`src/ssc_pkg.sv`:
```
/*
  Package for the serial switch control chain: word width, reset values
  and the latch update state encoding.
  Assumes nothing of its surroundings.
*/
`default_nettype none
package ssc_pkg;
  localparam int          SSC_WORD_WIDTH = 8;
  localparam int          SSC_TOP_BIT    = SSC_WORD_WIDTH - 1;
  localparam int          SSC_BOTTOM_BIT = 0;
  localparam logic [7:0]  SSC_WORD_RESET = 8'h00;
  localparam int          SSC_FIFO_DEPTH = 32;
  localparam int          SSC_SYNC_DEPTH = 2;
  // latch update sequencing
  typedef enum logic [1:0] {
    SSC_IDLE,
    SSC_WAIT_LOW,
    SSC_LOAD
  } ssc_update_type;
endpackage : ssc_pkg
`default_nettype wire

```
`src/ssc_fifo.sv`:
```
/*
  Small synchronous FIFO with valid/ready on both sides.
  Assumes one clock, synchronous active-high reset.
*/
`timescale 1ns/1ps
`default_nettype none
module ssc_fifo #(
  parameter int WIDTH = 8,
  parameter int DEPTH = 32
) (
  input  wire logic             clock,
  input  wire logic             rst,
  input  wire logic             in_valid,
  output logic                  in_ready,
  input  wire logic [WIDTH-1:0] in_data,
  output logic                  out_valid,
  input  wire logic             out_ready,
  output logic      [WIDTH-1:0] out_data
);
  localparam int AW = $clog2(DEPTH);

  logic [WIDTH-1:0] mem [DEPTH];
  logic [AW-1:0]    wr_ptr;
  logic [AW-1:0]    rd_ptr;
  logic [AW:0]      count;
  logic             do_write;
  logic             do_read;
  logic             full;
  logic             empty;

  assign full     = (count == (AW+1)'(DEPTH));
  assign empty    = (count == '0);
  assign in_ready = !full;
  assign do_write = in_valid && !full;
  // read data sits in a register, so valid waits one cycle after the pop
  assign do_read  = !empty && (!out_valid || out_ready);

  always_ff @(posedge clock) begin
    if (do_write) begin
      mem[wr_ptr] <= in_data;
    end
  end

  always_ff @(posedge clock) begin
    if (rst) begin
      wr_ptr    <= '0;
      rd_ptr    <= '0;
      count     <= '0;
      out_valid <= 1'b0;
      out_data  <= '0;
    end else begin
      if (do_write) begin
        wr_ptr <= (wr_ptr == AW'(DEPTH - 1)) ? '0 : wr_ptr + 1'b1;
      end
      if (do_read) begin
        rd_ptr   <= (rd_ptr == AW'(DEPTH - 1)) ? '0 : rd_ptr + 1'b1;
        out_data <= mem[rd_ptr];
      end
      count <= count + (AW+1)'(do_write) - (AW+1)'(do_read);
      if (do_read) begin
        out_valid <= 1'b1;
      end else if (out_ready) begin
        out_valid <= 1'b0;
      end
    end
  end
endmodule : ssc_fifo
`default_nettype wire

```
`src/ssc_switch_chain.sv`:
```
/*
  Serial control logic of an eight-switch array: shift register on the
  serial clock, latch updated on chip select rising, serial output for
  chaining, and a reset from the logic supply dip.
  Assumes serial pins arrive asynchronous to clock and are much slower
  (serial clock period well above 4 system clocks). Each latched word is
  also offered on a FIFO stream for the surrounding logic.
  The stream never stalls the latch: a word that finds the FIFO full is
  lost to the stream only, and word_dropped pulses for one cycle.
  The serial clock is only ever sampled, never used as a clock.
*/
// Contract
// - with chip select low, sample serial input on each serial clock rise
// - shift most significant bit first
// - serial output is last stage, updated on falling serial clock
// - latch loads on select rise only with clock low, else on next fall
// - each word bit drives matching switch, one closes, zero opens
// - on shared select rise every chained device latches together
// - select low, shift word, select high latches the word
// - differential use: two pulses four apart, latch, repeat to advance
// - logic supply dip opens all switches and clears shift register
`timescale 1ns/1ps
`default_nettype none
module ssc_switch_chain
  import ssc_pkg::*;
#(
  parameter int WIDTH      = ssc_pkg::SSC_WORD_WIDTH,
  parameter int FIFO_DEPTH = ssc_pkg::SSC_FIFO_DEPTH
) (
  input  wire logic             clock,
  input  wire logic             rst,
  input  wire logic             logic_supply_reset,
  input  wire logic             serial_clock,
  input  wire logic             serial_in,
  input  wire logic             chip_select_n,
  output logic                  serial_out,
  output logic      [WIDTH-1:0] switch_closed,
  output logic      [WIDTH-1:0] shift_word,
  output logic                  word_valid,
  input  wire logic             word_ready,
  output logic      [WIDTH-1:0] word_data,
  output logic                  word_dropped
);
  import ssc_pkg::*;

  // ---------------------------------------------------------------
  // pin synchronisers
  // ---------------------------------------------------------------
  // bit order of the pin vector below
  localparam int PIN_SCLK   = 0;
  localparam int PIN_DIN    = 1;
  localparam int PIN_CSN    = 2;
  localparam int PIN_SUPPLY = 3;
  localparam int PIN_COUNT  = 4;

  // idle levels of the pins, so that no false edge follows reset
  localparam logic SCLK_IDLE  = 1'b0;
  localparam logic CSN_IDLE   = 1'b1;
  localparam logic DOUT_RESET = 1'b0;

  // rising edge of a synchronised level against its one-cycle delay
  function automatic logic rose_now(input logic now_level, input logic last_level);
    rose_now = now_level && !last_level;
  endfunction : rose_now

  logic [PIN_COUNT-1:0] pin_raw;
  logic [PIN_COUNT-1:0] pin_s;
  logic                 sclk_prev;
  logic                 csn_prev;

  assign pin_raw[PIN_SCLK]   = serial_clock;
  assign pin_raw[PIN_DIN]    = serial_in;
  assign pin_raw[PIN_CSN]    = chip_select_n;
  assign pin_raw[PIN_SUPPLY] = logic_supply_reset;

  // every pin is asynchronous, so each passes two flops before any logic
  for (genvar p = 0; p < PIN_COUNT; p++) begin : g_sync
    logic [SSC_SYNC_DEPTH-1:0] stage;
    always_ff @(posedge clock) begin
      stage <= {stage[SSC_SYNC_DEPTH-2:0], pin_raw[p]};
    end
    assign pin_s[p] = stage[SSC_SYNC_DEPTH-1];
  end

  logic sclk_s;
  logic din_s;
  logic csn_s;
  logic clear_all;
  logic sclk_rise;
  logic sclk_fall;
  logic csn_rise;

  assign sclk_s    = pin_s[PIN_SCLK];
  assign din_s     = pin_s[PIN_DIN];
  assign csn_s     = pin_s[PIN_CSN];
  // active-high reset request: the supply has dipped below threshold
  assign clear_all = rst || pin_s[PIN_SUPPLY];
  assign sclk_rise = rose_now(sclk_s, sclk_prev);
  assign sclk_fall = rose_now(sclk_prev, sclk_s);
  assign csn_rise  = rose_now(csn_s, csn_prev);

  always_ff @(posedge clock) begin
    if (rst) begin
      sclk_prev <= SCLK_IDLE;
      csn_prev  <= CSN_IDLE;
    end else begin
      sclk_prev <= sclk_s;
      csn_prev  <= csn_s;
    end
  end

  // ---------------------------------------------------------------
  // shift register and serial output
  // ---------------------------------------------------------------
  logic             shift_en;
  logic [WIDTH-1:0] next_shift;

  assign shift_en   = !csn_s && sclk_rise;
  assign next_shift = {shift_word[WIDTH-2:0], din_s};

  always_ff @(posedge clock) begin
    if (clear_all) begin
      shift_word <= WIDTH'(SSC_WORD_RESET);
    end else if (shift_en) begin
      shift_word <= next_shift;
    end
  end

  // output moves on the fall so a chained neighbour samples a stable bit
  always_ff @(posedge clock) begin
    if (clear_all) begin
      serial_out <= DOUT_RESET;
    end else if (!csn_s && sclk_fall) begin
      serial_out <= shift_word[WIDTH-1];
    end
  end

  // ---------------------------------------------------------------
  // latch update sequencing
  // ---------------------------------------------------------------
  ssc_update_type state;
  ssc_update_type next_state;

  // a select rise seen with the clock high defers the load to the fall;
  // a new select fall meanwhile cancels it so no partial word lands
  always_comb begin
    next_state = state;
    unique case (state)
      SSC_IDLE: begin
        if (csn_rise) begin
          next_state = sclk_s ? SSC_WAIT_LOW : SSC_LOAD;
        end
      end
      SSC_WAIT_LOW: begin
        if (!csn_s) begin
          next_state = SSC_IDLE;
        end else if (!sclk_s) begin
          next_state = SSC_LOAD;
        end
      end
      SSC_LOAD: begin
        next_state = SSC_IDLE;
      end
      // the fourth code of the state register is never entered
      default: begin
        next_state = SSC_IDLE;
      end
    endcase
  end

  always_ff @(posedge clock) begin
    if (clear_all) begin
      state <= SSC_IDLE;
    end else begin
      state <= next_state;
    end
  end

  // a load lands with select high, so the word cannot move under it
  logic load_now;
  assign load_now = (state == SSC_LOAD);

  always_ff @(posedge clock) begin
    if (clear_all) begin
      switch_closed <= WIDTH'(SSC_WORD_RESET);
    end else if (load_now) begin
      switch_closed <= shift_word;
    end
  end

  // ---------------------------------------------------------------
  // latched word stream
  // ---------------------------------------------------------------
  logic fifo_in_ready;

  // holds DEPTH words plus one more in its output register
  ssc_fifo #(
    .WIDTH (WIDTH),
    .DEPTH (FIFO_DEPTH)
  ) u_fifo (
    .clock     (clock),
    .rst       (clear_all),
    .in_valid  (load_now),
    .in_ready  (fifo_in_ready),
    .in_data   (shift_word),
    .out_valid (word_valid),
    .out_ready (word_ready),
    .out_data  (word_data)
  );

  // the switches must never stall for the stream, so overflow is flagged
  always_ff @(posedge clock) begin
    if (clear_all) begin
      word_dropped <= 1'b0;
    end else begin
      word_dropped <= load_now && !fifo_in_ready;
    end
  end
endmodule : ssc_switch_chain
`default_nettype wire

```
`config.mk`:
```
export PLATFORM = sky130hd
export DESIGN_NAME = ssc_switch_chain
export DESIGN_NICKNAME = d
export VERILOG_FILES = /design/src/ssc_pkg.sv /design/src/ssc_fifo.sv /design/src/ssc_switch_chain.sv
export SDC_FILE = /design/constraint.sdc
export NUM_CORES = 1
export LEC_CHECK = 0
export ABC_AREA = 1
export ABC_CLOCK_PERIOD_IN_PS = 2500
export BUFFER_PORTS_ARGS = -buffer_cell sky130_fd_sc_hd__clkbuf_2
export CAP_MARGIN = 20
export CORE_MARGIN = 2
export CORE_UTILIZATION = 55
export DETAILED_ROUTE_END_ITERATION = 7
export GPL_TIMING_DRIVEN = 0
export PLACE_DENSITY = 0.74
export SLEW_MARGIN = 10
export SYNTH_ARGS = -nofsm -noshare
export SYNTH_HDL_FRONTEND = slang
export SYNTH_SLANG_ARGS = --single-unit
```
`constraint.sdc`:
```
create_clock -name clock -period 2.5 [get_ports clock]
set_input_delay 0.25 -clock clock [delete_from_list [all_inputs] [get_ports clock]]
set_output_delay 0.25 -clock clock [all_outputs]
set_load 0.1 [all_outputs]
```
**After elaboration in Yosys (flattened, before gate mapping)**

Memory sizes are Yosys's and may differ from the RTL's. A register that Yosys moved wholly into a read port is not among the register bits.
Cells that the tools add are included.

- Add/subtract/negate cells: 4
- Multiply operators: 0
- Divide/modulo/power cells: 0
- Magnitude comparators: 0
- Equality and inequality tests: 7
- Shifts and indexed selects: 0
- Mux-type cells: 11
- Bitwise gates (word level): 0
- Reductions and logical operators: 21

Operators with widths:

| cell | count |
|---|---|
| $add 5x1->5 const B | 2 |
| $eq 5x5->1 const B | 2 |
| $mux 5 | 2 |
| $logic_and 1x1->1 | 8 |
| $mux 2 | 4 |
| $logic_not 1->1 | 7 |
| $add 6x1->6 | 1 |
| $eq 6x6->1 const B | 1 |
| $logic_not 6->1 | 1 |
| $sub 6x1->6 | 1 |
| $mux 1 | 4 |
| $pmux 2 s2 | 1 |
| $ne 3x3->1 const B | 1 |
| $eq 2x1->1 const B | 1 |
| $eq 2x2->1 const B | 1 |
| $logic_not 2->1 | 1 |
| $logic_or 1x1->1 | 2 |
| $ne 2x2->1 const B | 1 |
| $reduce_and 2->1 | 1 |
| $reduce_bool 2->1 | 1 |

- Register bits after elaboration: 47
- Latch bits: 0
- Bits in writable memories: 256
- Memory bits (read-only): 0
- Bits of input ports: 7
- Output and inout port bits: 27
- Logic and storage cells: 59
- Memories: 1

Memory list:

| memory | depth | width | read ports | clocked after memory_dff | wr ports | line | source |
|---|---|---|---|---|---|---|---|
| u_fifo.mem | 32 | 8 | 1 | 1 | 1 | ssc_fifo.sv:22 | `logic [WIDTH-1:0] mem [DEPTH];` |

**Logic depth before layout (Yosys ltp)**

- Depth in word-level cells: 5
- Gate-level depth with buffers: 17
- Gate-level depth less buffers: 16

**Cells and area by module**

A second synthesis with hierarchy kept.

- Cells, all modules: 1397
- Area, all modules: 13530.5 µm²

By module, submodules not included:

| module | instances | cells each | area each (µm²) | sequential area each (µm²) |
|---|---|---|---|---|
| ssc_fifo | 1 | 1275 | 12520.8 | 8187.9 |
| ssc_switch_chain | 1 | 122 | 1009.7 | 600.6 |

**Least setup slack after synthesis**

No wires, ideal clock.

- Path type: flip-flop to flip-flop
- Start point: reg u_fifo.out_valid
- End point: reg u_fifo.count[4]
- Library setup time: 119 ps
- Arrival time: 2946 ps
- Data required time: 2381 ps
- Setup slack: -566 ps
- Cell stages (with the launch flop): 15
- Path buffers: 1
- Period minus slack after synthesis: 3066 ps
- Path through: dfxtp_1 nand2_1 nand2_1 inv_1 clkbuf_1 ha_1 inv_1 ha_1 fa_1 nand2_1 inv_1 o21ai_0 nand2_1 o21ai_0 a21oi_1

- Word-level cells in the longest chain between the ends: 4

Ends and longest elaborated chain:

| item | line | source |
|---|---|---|
| start, declared | ssc_fifo.sv:16 | `output logic out_valid,` |
| start signal, assigned | ssc_fifo.sv:49 | `out_valid <= 1'b0;` |
| start signal, assigned | ssc_fifo.sv:61 | `out_valid <= 1'b1;` |
| start signal, assigned | ssc_fifo.sv:63 | `out_valid <= 1'b0;` |
| $logic_not 1->1 | ssc_fifo.sv:36 | `assign do_read = !empty && (!out_valid \|\| out_ready);` |
| $logic_or 1x1->1 | ssc_fifo.sv:36 |  |
| $logic_and 1x1->1 | ssc_fifo.sv:36 |  |
| via u_fifo.do_read | ssc_fifo.sv:27 | `logic do_read;` |
| $sub 6x1->6 | ssc_fifo.sv:59 | `count <= count + (AW+1)'(do_write) - (AW+1)'(do_read);` |
| end signal, assigned | ssc_fifo.sv:59 |  |
| end, declared | ssc_fifo.sv:25 | `logic [AW:0] count;` |

The timed path passes the listed nets, and every way through them passes these cells.
A chain may end at the register's enable or synchronous reset.

**Final worst setup path**

- Start point: reg u_fifo.count[4]
- End point: mem u_fifo.mem[18][7] (enable)

- Word-level cells in the longest chain between the ends: 5

Ends and longest elaborated chain:

| item | line | source |
|---|---|---|
| $eq 6x6->1 | ssc_fifo.sv:31 | `assign full = (count == (AW+1)'(DEPTH));` |
| $logic_not 1->1 | -- |  |
| $logic_and 1x1->1 | ssc_fifo.sv:34 | `assign do_write = in_valid && !full;` |
| via u_fifo.do_write | ssc_fifo.sv:26 | `logic do_write;` |
| $mux 1 | ssc_fifo.sv:39 | `if (do_write) begin` |
| $mux 1 (implied by the code) | ssc_fifo.sv:40 | `mem[wr_ptr] <= in_data;` |
| end, declared | ssc_fifo.sv:22 |  |

The timed path passes the listed nets, and every way through them passes these cells.

==> impl_metrics.py <==
metrics = {
    "yosys": {
        "yosys_register_bits": 311,
        "synth_nets": 1207,
        "syn_area_um2": 12700,
        "ys_warn_count": 0,
        "ys_seq_area_share_pct": 69.2,
        "synth_cell_types": 27,
        "synth_area_per_cell_um2": 10.7,
        "syn_inst": 1183,
    },
    "critical_path": {
        "critPathArrivalTime_ns": 2.62,
        "path_class": "flop to flop",
        "cp-start-kind": "flop",
        "max_stage_delay_ns": 0.55,
        "crit_fanout": 10,
        "cp-end-kind": "flop",
        "slowest_stage": "nor2_2",
        "crit_top_cell": "inv_2",
        "crit_path_cell_trace": "inv_2, ha_1, nand4_1, nand2_2, inv_2, nand2_1, nor2_2",
        "cp.required_ns": 2.70,
    },
    "pwr": {
        "p_comb_share_pct": 28.2,
        "internal_power_w": 0.00974,
        "pwr-share-clk_pct": 32.3,
        "p_leak_nw": 5.62,
        "power.switching_w": 0.00504,
        "seqPwrFrac_pct": 39.5,
        "vdd_drop_max_mv": 0.635,
        "switching_share_pct": 34.1,
        "powerDensity_nw_per_um2": 1020,
    },
    "sta": {
        "maxSlewViolCount": 0,
        "finalHoldViolations": 0,
        "rsz0062_at_grt": "true",
        "period_minus_slack_ns": 2.42,
        "holdWs_ns": 0.0193,
        "finalSetupViolations": 0,
        "max_slew.worst_pin.slew_ns": 0.851,
        "timing.slew.headroom_pct": 43.3,
        "fin_ws_ns": 0.0752,
        "fin_crit_sh_pct": 97.0,
        "fmax_mhz": 412,
        "fin_skew_ns": 0.0168,
        "setup_tns_ns": 0,
    },
    "die": {
        "core_um2": 22600,
        "dieArea_um2": 24300,
        "start_util_pct": 56.1,
        "die_w_um": 156,
        "fp.dieH_um": 156,
        "placementRows": 55,
        "io_pins": 34,
    },
    "route": {
        "vias": 8839,
        "first_iter_violations": 960,
        "drcViolationCount": 0,
        "routed_wl_um": 30400,
        "dr.pass1.iters": 6,
        "routed_via_density": 5.63,
        "wl_per_cell_um": 19.3,
        "ant_nets": 0,
    },
    "cts": {
        "clk_path_buf_depth": 3,
        "ctsHtreeMaxLevel": 1,
        "cts_buffers": 31,
        "clock_latency_ns": 0.56,
        "cts_tree": "yes",
        "cts.sinks": 311,
        "ctsRootBufferMaster": "clkbuf_16",
        "path_clk_slew_ns": 0.06,
    },
    "global_routing": {
        "grt-ovfl-total": 0,
        "gr-usage-all-layers_pct": 25.5,
        "grt_pass1_wl_um": 46800,
        "grt_antenna_before_repair": 0,
        "grt_max_degree": 36,
        "grt_pass1_vias": 8351,
    },
    "final_layout": {
        "antennaDiodeCount": 0,
        "final_common_cell": "nand2_1",
        "syn_to_final_growth_pct": 14.4,
        "fin_nets": 1285,
        "mostFrequentLayoutCells": "348 x nand2_1, 256 x edfxtp_1, 186 x nand3_1",
        "fin_area_um2": 14500,
        "drive_above_1_share_pct": 14.5,
    },
    "outcome": {
        "status": "finished, final reports clean",
    },
    "place": {
        "dpl_worst_slack_ns": -0.294,
        "dp_hpwl_um": 19600,
        "place_congestion": 0.948,
        "placed_area_um2": 13300,
        "io_buffers": 33,
    },
    "flow_run": {
        "drv_cap": 0,
    },
    "hold_path": {
        "hp-class": "primary input to flop",
    },
}
[metrics by stage]
step	total power, W	std cells	util (%)
floorplan	0.00871	1183	-
global placement	0.00979	1501	58.4
detailed placement	0.00986	1503	58.6
CTS	0.0147	1565	63.7
global route	0.0154	1569	64.1
finish	0.0148	1569	64.1
[cell usage after synthesis]
library cell / count / area share (%)
ha_1: 16 / 1.6
nor3_1: 6 / 0.24
nor2_2: 2 / 0.099
buf_2: 39 / 1.5
buf_4: 4 / 0.24
a31oi_1: 1 / 0.049
fa_1: 1 / 0.16
nor4_1: 2 / 0.099
xor2_1: 2 / 0.14
edfxtp_1: 256 / 61
o211ai_1: 8 / 0.47
nor2_4: 1 / 0.089
nor3b_1: 1 / 0.059
nand2_2: 1 / 0.049
clkbuf_1: 12 / 0.35
or2_2: 1 / 0.049
inv_1: 84 / 2.5
nand3_1: 186 / 7.3
a21oi_1: 35 / 1.4
nor2_1: 75 / 2.2
buf_1: 3 / 0.089
clkinv_1: 3 / 0.089
dfxtp_1: 55 / 8.7
inv_2: 2 / 0.059
nand4_1: 12 / 0.59
nand2_1: 349 / 10
o21ai_0: 26 / 1.0
[routing by layer]
| layer | up-vias | GRT usage (%) | part of all wire [%] |
|---|---|---|---|
| met5 | - | 0 | 0 |
| met1 | 4204 | 36.3 | 42 |
| met4 | 0 | 7.38 | 2.4 |
| li1 | 4175 | - | - |
| met2 | 404 | 41.8 | 48 |
| met3 | 56 | 3.00 | 8.1 |
[timing repair]
| action | in CTS | in global routing |
|---|---|---|
| setup endpoints to repair | 56 | 217 |
| hold buffers | 5 | 0 |
| pin swaps | 1 | 6 |
| setup buffers | 2 | 2 |
| gates cloned | 0 | 0 |
| hold endpoints to repair | 6 | 0 |
| gates resized for setup | 9 | 30 |
[power groups by stage]
| stage | Combinational (W) | Sequential [W] | Clock (W) |
|---|---|---|---|
| finish | 0.00417 | 0.00584 | 0.00477 |
| global route | 0.00458 | 0.00586 | 0.00501 |
| CTS | 0.00404 | 0.00584 | 0.00479 |
| detailed placement | 0.00391 | 0.00595 | 0 |
| global placement | 0.00384 | 0.00594 | 0 |
| floorplan | 0.00237 | 0.00633 | 0 |
[sequential cells by signal (all words and copies together) (netlist names)]
| register | count |
|---|---|
| word_dropped | 1 |
| shift_word | 8 |
| u_fifo.rd_ptr | 5 |
| state | 2 |
| csn_prev | 1 |
| serial_out | 1 |
| sclk_prev | 1 |
| u_fifo.out_valid | 1 |
| g_sync.stage | 8 |
| u_fifo.wr_ptr | 5 |
| switch_closed | 8 |
| u_fifo.mem | 256 |
| u_fifo.count | 6 |
| u_fifo.out_data | 8 |
[kinds of logic (layout without fill, tap and decap cells)]
kind of cell | Yosys count | after routing | share of synthesized area [%]
xor+xnor | 2 | 2 | 0.138
compound gates | 70 | 70 | 2.93
fa+ha+maj | 17 | 17 | 1.73
flops | 311 | 311 | 69.2
buf+inv | 147 | 248 | 4.85
simple gates | 636 | 636 | 21.1
[critical path: cells and delay by family (launching register included)]
family | cells | cell delay (ns)
flops | 1 | 0.32
buf+inv | 2 | 0.24
simple gates | 4 | 1.32
fa+ha+maj | 1 | 0.19
[cell type report]
class                      count  area [um2]
clock buffer                  36         890
buffer                        57         278
clock inverter                20         175
inverter                      89         338
sequential                   311        8800
fill                        1701        8120
timing repair buffer          46         288
tap                          285         357
multi-input combinational    725        3390
[final timing paths]
kind / startpoint / endpoint / slack, ns / cells after the start
setup / recovery: u_fifo.count[4] / u_fifo.mem[18][7] / 0.08 / 7
hold / removal: word_ready / u_fifo.out_valid / 0.02 / 4
setup reg to reg: u_fifo.count[4] / u_fifo.mem[18][7] / 0.08 / 7
hold reg to reg: g_sync[2].stage[0] / g_sync[2].stage[1] / 0.32 / 0
(Power assumes the default switching activity.)
